`config.mk`:
```
export PLATFORM = sky130hd
export DESIGN_NAME = airs_top
export DESIGN_NICKNAME = d
export VERILOG_FILES = /design/src/rtl/airs_pkg.sv /design/src/rtl/airs_top.sv
export SDC_FILE = /design/constraint.sdc
export NUM_CORES = 1
export LEC_CHECK = 0
export BUFFER_PORTS_ARGS = -buffer_cell sky130_fd_sc_hd__buf_2
export CAP_MARGIN = 20
export CORE_AREA = 4 4 62 64
export DETAILED_ROUTE_END_ITERATION = 16
export DIE_AREA = 0 0 66 68
export HOLD_SLACK_MARGIN = 0.03
export PLACE_DENSITY = 0.73
export SLEW_MARGIN = 20
export SYNTH_ARGS = -nofsm -noshare
export SYNTH_HDL_FRONTEND = slang
export SYNTH_SLANG_ARGS = --single-unit
```
`constraint.sdc`:
```
create_clock -name clk -period 1.92 [get_ports clk]
set_input_delay 0.288 -clock clk [delete_from_list [all_inputs] [get_ports clk]]
set_output_delay 0.288 -clock clk [all_outputs]
set_load 0.02 [all_outputs]
```
`src/rtl/airs_pkg.sv`:
```
// Function
// - Codes 0-15 route external channels in order
// - Codes 16-19 pick temp, regulator, supply, ground
// - Codes 20-31 connect no positive source
// - Bit 7 picks 1.65 V or 2.4 V
// - Bit 5 picks ground or analog ground
// - Bits 4:3 choose converter reference source
// - Bit 2 powers the temperature sensor
package airs_pkg;

	// ****************************************
	// Register map
	// ****************************************
	localparam logic [7:0] REF_CTRL_ADDR   = 8'hD1;  // Reference control offset
	localparam logic [7:0] POS_SEL_ADDR    = 8'hBB;  // Positive input select offset
	localparam logic [7:0] REF_CTRL_RESET  = 8'h18;  // Reference control reset
	localparam logic [7:0] POS_SEL_RESET   = 8'h1F;  // Input select reset, nothing connected
	localparam logic [7:0] POS_SEL_WMASK   = 8'h1F;  // Writable input select bits
	localparam logic [7:0] REF_CTRL_WMASK  = 8'hBC;  // Writable reference control bits

	// ****************************************
	// Field positions
	// ****************************************
	localparam int unsigned SEL_HI         = 4;      // Selection field top bit
	localparam int unsigned LVL_BIT        = 7;      // Internal reference level
	localparam int unsigned GND_BIT        = 5;      // Ground reference select
	localparam int unsigned VSEL_HI        = 4;      // Reference select top
	localparam int unsigned VSEL_LO        = 3;      // Reference select bottom
	localparam int unsigned TEMP_BIT       = 2;      // Temperature sensor enable

	// ****************************************
	// Codes
	// ****************************************
	localparam logic [4:0] SEL_EXT_LAST    = 5'h0F;  // Last external channel
	localparam logic [4:0] SEL_TEMP        = 5'h10;  // Temperature sensor
	localparam logic [4:0] SEL_LDO         = 5'h11;  // Regulator output
	localparam logic [4:0] SEL_SUPPLY      = 5'h12;  // Supply rail
	localparam logic [4:0] SEL_GROUND      = 5'h13;  // Ground

	typedef enum logic [1:0] {
		AIRS_REF_PIN      = 2'h0,                    // External reference pin
		AIRS_REF_SUPPLY   = 2'h1,                    // Supply pin
		AIRS_REF_DIGITAL  = 2'h2,                    // Internal 1.8 V digital supply
		AIRS_REF_INTERNAL = 2'h3                     // Internal reference
	} airs_vref_t;

	// Internal source one-hot selects
	typedef struct packed {
		logic temp;                                  // Temperature sensor
		logic ldo;                                   // Regulator output
		logic supply;                                // Supply rail
		logic ground;                                // Ground
	} airs_int_src_t;

	// Reference steering outputs
	typedef struct packed {
		logic [3:0] vref_onehot;                     // One-hot reference source
		logic       level_high;                      // 2.4 V when set, 1.65 V when clear
		logic       analog_ground;                   // Analog ground pin when set
		logic       temp_power;                      // Sensor powered
	} airs_ref_out_t;

endpackage : airs_pkg

```
`src/rtl/airs_top.sv`:
```
`timescale 1ns/1ps
module airs_top (
	input  wire logic                   clk,
	input  wire logic                   rst_b,
	input  wire logic [7:0]             sfr_addr,
	input  wire logic                   sfr_wr,
	input  wire logic [7:0]             sfr_wdata,
	input  wire logic                   sfr_rd,
	output logic      [7:0]             sfr_rdata,
	output logic      [15:0]            ext_chan_onehot,
	output airs_pkg::airs_int_src_t     int_src,
	output logic                        pos_connected,
	output airs_pkg::airs_ref_out_t     ref_out
);

	// ****************************************
	// Registers
	// ****************************************
	logic [7:0] positive_input_select;   // Input select register
	logic [7:0] reference_control;       // Reference control register

	// ****************************************
	// Decode, continuous
	// ****************************************
	wire        hit_sel  = (sfr_addr == airs_pkg::POS_SEL_ADDR);   // Select register hit
	wire        hit_ref  = (sfr_addr == airs_pkg::REF_CTRL_ADDR);  // Reference register hit
	// Reserved bits are held in hardware, so a careless write cannot disturb them
	wire [7:0]  next_sel = (sfr_wdata & airs_pkg::POS_SEL_WMASK) |
	                       (airs_pkg::POS_SEL_RESET & ~airs_pkg::POS_SEL_WMASK);
	wire [7:0]  next_ref = (sfr_wdata & airs_pkg::REF_CTRL_WMASK) |
	                       (airs_pkg::REF_CTRL_RESET & ~airs_pkg::REF_CTRL_WMASK);
	wire [4:0]  sel_code = positive_input_select[airs_pkg::SEL_HI:0];
	wire        is_ext   = (sel_code <= airs_pkg::SEL_EXT_LAST);
	wire [15:0] next_ext = is_ext ? (16'h0001 << sel_code[3:0]) : 16'h0000;
	wire airs_pkg::airs_int_src_t next_int = '{
		temp:   (sel_code == airs_pkg::SEL_TEMP),
		ldo:    (sel_code == airs_pkg::SEL_LDO),
		supply: (sel_code == airs_pkg::SEL_SUPPLY),
		ground: (sel_code == airs_pkg::SEL_GROUND)};
	// Reserved codes leave every select low
	wire        next_conn = is_ext | (|next_int);
	wire [1:0]  vsel      = reference_control[airs_pkg::VSEL_HI:airs_pkg::VSEL_LO];
	wire airs_pkg::airs_ref_out_t next_refo = '{
		vref_onehot:   (4'h1 << vsel),
		level_high:    reference_control[airs_pkg::LVL_BIT],
		analog_ground: reference_control[airs_pkg::GND_BIT],
		temp_power:    reference_control[airs_pkg::TEMP_BIT]};
	wire [7:0]  next_rdata = hit_sel ? positive_input_select :
	                         hit_ref ? reference_control : 8'h00;

	// ****************************************
	// Register writes
	// ****************************************
	// Reset value keeps the internal reference selected
	always_ff @(posedge clk) begin
		if (!rst_b) begin
			positive_input_select <= airs_pkg::POS_SEL_RESET;
			reference_control     <= airs_pkg::REF_CTRL_RESET;
		end else if (sfr_wr) begin
			if (hit_sel) begin
				positive_input_select <= next_sel;
			end
			if (hit_ref) begin
				reference_control <= next_ref;
			end
		end
	end

	// ****************************************
	// Output flops
	// ****************************************
	// Outputs lag the register by one cycle, a static front end does not mind
	always_ff @(posedge clk) begin
		if (!rst_b) begin
			sfr_rdata       <= 8'h00;
			ext_chan_onehot <= 16'h0000;
			int_src         <= '0;
			pos_connected   <= 1'b0;
			ref_out         <= '{vref_onehot: 4'h8, default: 1'b0};
		end else begin
			sfr_rdata       <= sfr_rd ? next_rdata : 8'h00;
			ext_chan_onehot <= next_ext;
			int_src         <= next_int;
			pos_connected   <= next_conn;
			ref_out         <= next_refo;
		end
	end

	// ****************************************
	// Assertions
	// ****************************************
	a_ext_route: assert property (@(posedge clk) disable iff (!rst_b)
		$past(rst_b) && ($past(sel_code) <= 5'h0F) |->
		ext_chan_onehot == (16'h0001 << $past(sel_code[3:0])))
		else $error("external channel route wrong");
	a_temp_route: assert property (@(posedge clk) disable iff (!rst_b)
		$past(rst_b) |-> int_src.temp == ($past(sel_code) == 5'h10))
		else $error("temperature source route wrong");
	a_gnd_route: assert property (@(posedge clk) disable iff (!rst_b)
		$past(rst_b) |-> int_src.ground == ($past(sel_code) == 5'h13))
		else $error("ground source route wrong");
	a_reserved_none: assert property (@(posedge clk) disable iff (!rst_b)
		$past(rst_b) && ($past(sel_code) >= 5'h14) |->
		!pos_connected && ext_chan_onehot == 16'h0000 && int_src == '0)
		else $error("reserved code connected a source");
	a_reserved_hold: assert property (@(posedge clk) disable iff (!rst_b)
		reference_control[6] == 1'b0 && reference_control[1:0] == 2'h0 &&
		positive_input_select[7:5] == 3'h0)
		else $error("reserved bits changed");
	a_level_bit: assert property (@(posedge clk) disable iff (!rst_b)
		sfr_wr && hit_ref ##2 1'b1 |-> ref_out.level_high == $past(sfr_wdata[7], 2))
		else $error("reference level not applied");
	a_ground_bit: assert property (@(posedge clk) disable iff (!rst_b)
		sfr_wr && hit_ref ##2 1'b1 |-> ref_out.analog_ground == $past(sfr_wdata[5], 2))
		else $error("ground select not applied");
	a_vref_sel: assert property (@(posedge clk) disable iff (!rst_b)
		$past(rst_b) |-> ref_out.vref_onehot == (4'h1 << $past(vsel)))
		else $error("reference source wrong");
	a_temp_power: assert property (@(posedge clk) disable iff (!rst_b)
		sfr_wr && hit_ref ##2 1'b1 |-> ref_out.temp_power == $past(sfr_wdata[2], 2))
		else $error("sensor power not applied");
	a_reset_val: assert property (@(posedge clk)
		!rst_b |=> reference_control == 8'h18)
		else $error("reference reset value wrong");

	// ****************************************
	// Assertions, source routing
	// ****************************************
	// Regulator select follows its code
	a_ldo_route: assert property (@(posedge clk) disable iff (!rst_b)
		$past(rst_b) |-> int_src.ldo == ($past(sel_code) == airs_pkg::SEL_LDO))
		else $error("regulator source route wrong");

	// Supply select follows its code
	a_supply_route: assert property (@(posedge clk) disable iff (!rst_b)
		$past(rst_b) |-> int_src.supply == ($past(sel_code) == airs_pkg::SEL_SUPPLY))
		else $error("supply source route wrong");

	// Internal codes leave every external channel open
	a_ext_none: assert property (@(posedge clk) disable iff (!rst_b)
		$past(rst_b) && ($past(sel_code) > airs_pkg::SEL_EXT_LAST) |->
		ext_chan_onehot == 16'h0000)
		else $error("external channel left connected");

	// Never two external channels at once
	a_ext_onehot: assert property (@(posedge clk) disable iff (!rst_b)
		$onehot0(ext_chan_onehot))
		else $error("external channels shorted");

	// Connected flag tracks the valid code range
	a_conn_flag: assert property (@(posedge clk) disable iff (!rst_b)
		$past(rst_b) |-> pos_connected == ($past(sel_code) <= airs_pkg::SEL_GROUND))
		else $error("connected flag wrong");

	// At most one source of any kind on the positive input
	a_source_single: assert property (@(posedge clk) disable iff (!rst_b)
		$onehot0({ext_chan_onehot, int_src}))
		else $error("positive input sources shorted");

	// ****************************************
	// Assertions, reference steering
	// ****************************************
	// Level output follows the register bit
	a_level_track: assert property (@(posedge clk) disable iff (!rst_b)
		$past(rst_b) |-> ref_out.level_high == $past(reference_control[airs_pkg::LVL_BIT]))
		else $error("reference level does not track");

	// Ground output follows the register bit
	a_ground_track: assert property (@(posedge clk) disable iff (!rst_b)
		$past(rst_b) |-> ref_out.analog_ground == $past(reference_control[airs_pkg::GND_BIT]))
		else $error("ground select does not track");

	// Sensor power follows the register bit
	a_temp_track: assert property (@(posedge clk) disable iff (!rst_b)
		$past(rst_b) |-> ref_out.temp_power == $past(reference_control[airs_pkg::TEMP_BIT]))
		else $error("sensor power does not track");

	// Exactly one reference source, a gap would float the converter
	a_vref_onehot: assert property (@(posedge clk) disable iff (!rst_b)
		$onehot(ref_out.vref_onehot))
		else $error("reference source not one-hot");

	// Reference select field takes the written value
	a_write_ref: assert property (@(posedge clk) disable iff (!rst_b)
		sfr_wr && hit_ref |=>
		reference_control[airs_pkg::VSEL_HI:airs_pkg::VSEL_LO] == $past(sfr_wdata[4:3]))
		else $error("reference select write lost");

	// ****************************************
	// Assertions, register access and reset
	// ****************************************
	// Selection field takes the written value
	a_write_sel: assert property (@(posedge clk) disable iff (!rst_b)
		sfr_wr && hit_sel |=> positive_input_select[4:0] == $past(sfr_wdata[4:0]))
		else $error("selection write lost");

	// Reserved select bits read back as zero
	a_read_sel: assert property (@(posedge clk) disable iff (!rst_b)
		sfr_rd && hit_sel |=> sfr_rdata[7:5] == 3'h0)
		else $error("reserved select bits read nonzero");

	// Reserved reference bits read back as zero
	a_read_ref: assert property (@(posedge clk) disable iff (!rst_b)
		sfr_rd && hit_ref |=> sfr_rdata[6] == 1'b0 && sfr_rdata[1:0] == 2'h0)
		else $error("reserved reference bits read nonzero");

	// Steering outputs come up on the internal reference
	a_ref_reset_out: assert property (@(posedge clk)
		!rst_b |=> ref_out == 7'h40)
		else $error("reference outputs reset wrong");

	// Selection comes up with nothing connected
	a_sel_reset: assert property (@(posedge clk)
		!rst_b |=> positive_input_select == airs_pkg::POS_SEL_RESET)
		else $error("selection reset value wrong");

endmodule : airs_top

```
-- Word level (Yosys, flattened, before mapping)
Index checks and enable logic that the tools add are counted.
- word-level logic and storage cells: 36
- flip-flop bits (word level): 46
- bits of input ports: 20
- output and inout bits: 36
- magnitude comparators: 1
- reduce and logical (&&, ||, !) cells: 7
- eq/ne operators: 6
- shift operators: 2
- bitwise logic cells: 3
- multiplexer cells: 2
- operators with widths (cell ; count):
    equality test 5 bit (second input constant) ; 4
    equality test 8 bit (second input constant) ; 2
    << shifter 1 x 4 -> 16 bit (first input constant) ; 1
    2-to-1 mux 5 bit ; 2
    AND reduction 2 bit ; 4
    less-or-equal comparator 5 x 4 -> 1 bit (second input constant) ; 1
    OR reduction 4 bit ; 1
    << shifter 1 x 2 -> 4 bit (first input constant) ; 1
    OR reduction 3 bit ; 1
    inverter 1 bit ; 2
    OR reduction 2 bit ; 1
    bitwise OR 1 bit ; 1

-- Depth between registers and ports, before layout
- word-level depth: 3
- mapped depth: 5
- gate-level depth less buffers: 3

-- Least setup slack after synthesis
No wires, ideal clock.
- kind: input -> register
- from: input port sfr_addr[0]
- to: register reference_control[3]
- data required time: 1798 ps
- stages on the path: 5
- buffers on the path: 2
- setup time: 122 ps
- path slack: 643 ps
- data arrival time: 1155 ps
- cell sequence: and4b_1 -> buf_6 -> and3_1 -> buf_6 -> o31a_2
- cells in the longest elaborated chain, start to end: 2
- ends and longest elaborated chain (element ; line ; text):
    start, declared ; airs_top.sv:5 ; input wire logic [7:0] sfr_addr,
    equality test 8 bit ; airs_top.sv:26 ; wire hit_ref = (sfr_addr == airs_pkg::REF_CTRL_ADDR);
    AND reduction 2 bit (no line) ; n/a ;
    end signal, assigned ; airs_top.sv:58 ; reference_control <= airs_pkg::REF_CTRL_RESET;
    end signal, assigned ; airs_top.sv:64 ; reference_control <= next_ref;
    end, declared ; airs_top.sv:20 ; logic [7:0] reference_control;
Every way passes these cells.
A chain may end at the register's enable or synchronous reset.

-- Final worst setup path
- from: register int_src[3] (netlist bit)
- to: output port int_src[3] (netlist bit)
- RTL lines (element ; line ; text):
    start, declared ; airs_top.sv:11 ; output airs_pkg::airs_int_src_t int_src,
    start signal, assigned ; airs_top.sv:83 ; int_src <= next_int;
No word-level cell between the ends.

==> flow_metrics.py <==
metrics = {
    "timing": {
        "whs_ns": 0.181,
        "min_period_ns": 1.13,
        "fin_worst_skew_ns": 0.00909,
        "setup_ws_ns": 0.790,
        "setup_viol": 0,
        "slew_violations": 0,
        "rsz0062_at_grt": "false",
        "fin_tns_setup_ns": 0,
        "min_period_over_period": 0.589,
        "max_freq_mhz": 885,
        "hold_viol": 0,
    },
    "floorplanning": {
        "die_y_um": 68,
        "dieArea_um2": 4490,
        "die_x_um": 66,
        "coreArea_um2": 3280,
        "placementRows": 21,
        "start_util": 0.445,
        "io_pins": 56,
    },
    "cts": {
        "cts_hold_buf": 0,
        "cts_resized": 0,
        "cts_buffers": 5,
        "htree_num_levels": 2,
        "clk_latency_ns": 0.34,
        "clkTransAtPathRegs_ns": 0.12,
        "clock-sinks": 45,
        "cts_setup_buffers": 0,
        "root_buffer": "clkbuf_4",
        "max-clock-path-buffers": 2,
        "cts_tree": "done",
    },
    "placed_design": {
        "dpl_worst_slack_ns": 0.439,
        "place.gp.congestion": 0.798,
        "io_buffers": 53,
        "dp_hpwl_um": 2250,
    },
    "grt": {
        "antenna_found_initial": 0,
        "grt_pass1_vias": 1111,
        "grt_pass1_wl_um": 4710,
        "grt_overflow": 0,
        "track_usage": 0.138,
        "grt_max_degree": 16,
    },
    "power": {
        "powerDensity_nw_per_um2": 856,
        "total_leakage_power_nw": 0.884,
        "p_comb_frac": 0.030,
        "power_w": 0.00156,
        "vdd_drop_max_v": 0.000454,
        "p_int_w": 0.00127,
        "swShare": 0.191,
        "p_seq_frac": 0.597,
        "clockPowerShare": 0.372,
        "p_sw_w": 0.000298,
    },
    "detailed_routing": {
        "routed_via_density": 4.65,
        "drc_errors": 0,
        "drt-total-wl_um": 2820,
        "dr.pass1.iters": 4,
        "drt_iter0_drc": 58,
        "via_count": 1101,
        "wire_per_inst_um": 11.9,
        "antenna_left": 0,
    },
    "worst_setup_path": {
        "crit_family": "flip-flops",
        "arrival_ns": 0.84,
        "crit_path_max_fanout": 1,
        "crit_type": "reg2out",
        "startpoint_type": "flop",
        "path_buf_inv": 1,
        "r2r_slack_ns": 0.89,
        "worst_path_max_delay_cell": "dfxtp_1",
        "crit_path_end_kind": "primary output",
        "path_depth": 1,
        "reg2regPathDepth": 3,
        "cp.required_ns": 1.63,
        "crit_chain": "buf_2",
        "critPathMaxStageDelay_ns": 0.34,
    },
    "synth": {
        "ys_ff_latch": 45,
        "yosysWarnings": 0,
        "async_flop_share": 0,
        "synth_flop_cell": "dfxtp_1",
        "synth.avg_cell_area_um2": 10.7,
        "syn_inst": 136,
        "netlist_area_um2": 1460,
        "syn_nets": 156,
        "synth_edf_count": 0,
        "synth_cell_type_count": 28,
        "ys_seq_area_frac": 0.616,
    },
    "hold_path": {
        "hold_path_class": "in2reg",
        "min_path_cells": 3,
    },
    "finish": {
        "drive_above_1_share": 0.351,
        "area_delta_synth_final_pct": 25.0,
        "nNetsFinal": 210,
        "antennaDiodeCount": 0,
        "fillers": 312,
    },
    "run_status": {
        "status": "complete, no violations",
    },
    "job": {
        "drv_cap": 0,
    },
}
-- flip-flops by register name, indices dropped and copies added, names as in the netlist --
| register | flops |
|---|---|
| sfr_rdata | 7 |
| pos_connected | 1 |
| ext_chan_onehot | 16 |
| ref_out | 7 |
| reference_control | 5 |
| positive_input_select | 5 |
| int_src | 4 |
-- routing by layer --
layer  vias to the layer above  wire length (um)  global-route usage
li1                        567                 -                   -
met1                       477              1180               0.154
met2                        48              1310               0.237
met3                         9               271              0.0493
met4                         0                65              0.0609
met5                         -                 0                   0
-- through the flow --
stage,utilization,cells,cell area (um2)
after floorplan,-,136,1460
after global placement,0.530,229,1740
after detailed placement,0.530,229,1740
after CTS,0.556,237,1830
after global routing,0.556,237,1830
final,0.556,237,1830
-- logic make-up (layout without fill, tap and decap cells) --
| kind of cell | after synthesis | after routing | synth area share |
|---|---|---|---|
| and+or+nand+nor | 65 | 65 | 0.250 |
| DFF | 45 | 45 | 0.616 |
| buffers and inverters | 11 | 66 | 0.0445 |
| muxes | 5 | 5 | 0.0342 |
| other | 1 | 1 | 0.00257 |
| AOI/OAI and AO/OA | 9 | 9 | 0.0522 |
-- final cells by class --
type / count / area (um2) / area share
clock buffers: 7 / 55.1 / 0.0301
clock inverters: 1 / 30.0 / 0.0164
inverters: 4 / 15.0 / 0.00822
multi-input cells: 80 / 495 / 0.271
flip-flops and latches: 45 / 901 / 0.493
well taps: 46 / 57.6 / 0.0315
repair buffers: 54 / 273 / 0.149
-- power by group through the flow --
stage / registers, W / clock network, W / logic [W]
3_5_place_dp: 0.000955 / 0 / 0.0000472
3_3_place_gp: 0.000955 / 0 / 0.0000466
2_1_floorplan: 0.000956 / 0 / 0.0000237
6_report: 0.000934 / 0.000583 / 0.0000476
5_1_grt: 0.000935 / 0.000645 / 0.0000522
4_1_cts: 0.000934 / 0.000593 / 0.0000475
-- cell usage in the layout, fill, tap and decap left out, drive strengths merged, types with 3 or more instances in the layout --
cell type and n:
mux2i 5, nand3 4, nor2b 4, buf 54, clkbuf 7, a211o 3
dfxtp 45, nor2 21, and4 3, inv 3, nor3 6, and3 6
a22oi 3, nand2 11
-- final timing paths --
path / to / startpoint
max: int_src[3] / int_src[3]
max reg2reg: ext_chan_onehot[12] / positive_input_select[2]
min reg2reg: ref_out[2] / reference_control[7]
min: reference_control[5] / sfr_wdata[5]
-- worst register-to-register path, stage by stage (launching register included) --
cell	delay, ns
dfxtp_1	0.43
nor2b_1	0.20
nand3_1	0.17
nor3_1	0.15
-- synth_stat cells, types with 2 or more instances --
| cell type | n | area share |
|---|---|---|
| dfxtp_1 | 45 | 0.62 |
| nor2_1 | 21 | 0.054 |
| nand2_1 | 11 | 0.028 |
| nor3_1 | 6 | 0.021 |
| mux2i_1 | 5 | 0.034 |
| and3_1 | 4 | 0.017 |
| nor2b_1 | 4 | 0.017 |
| a211o_1 | 3 | 0.018 |
| a22oi_1 | 3 | 0.015 |
| and4_1 | 3 | 0.018 |
| inv_1 | 3 | 0.0077 |
| nand3_1 | 3 | 0.010 |
| and3_2 | 2 | 0.010 |
| and4b_1 | 2 | 0.014 |
| buf_4 | 2 | 0.010 |
| buf_6 | 2 | 0.015 |
| clkbuf_1 | 2 | 0.0051 |
| nand2b_1 | 2 | 0.0086 |
| nand4_1 | 2 | 0.0086 |
| nor3b_1 | 2 | 0.010 |
| o31a_2 | 2 | 0.014 |
Power figures use the tool's default switching activity.
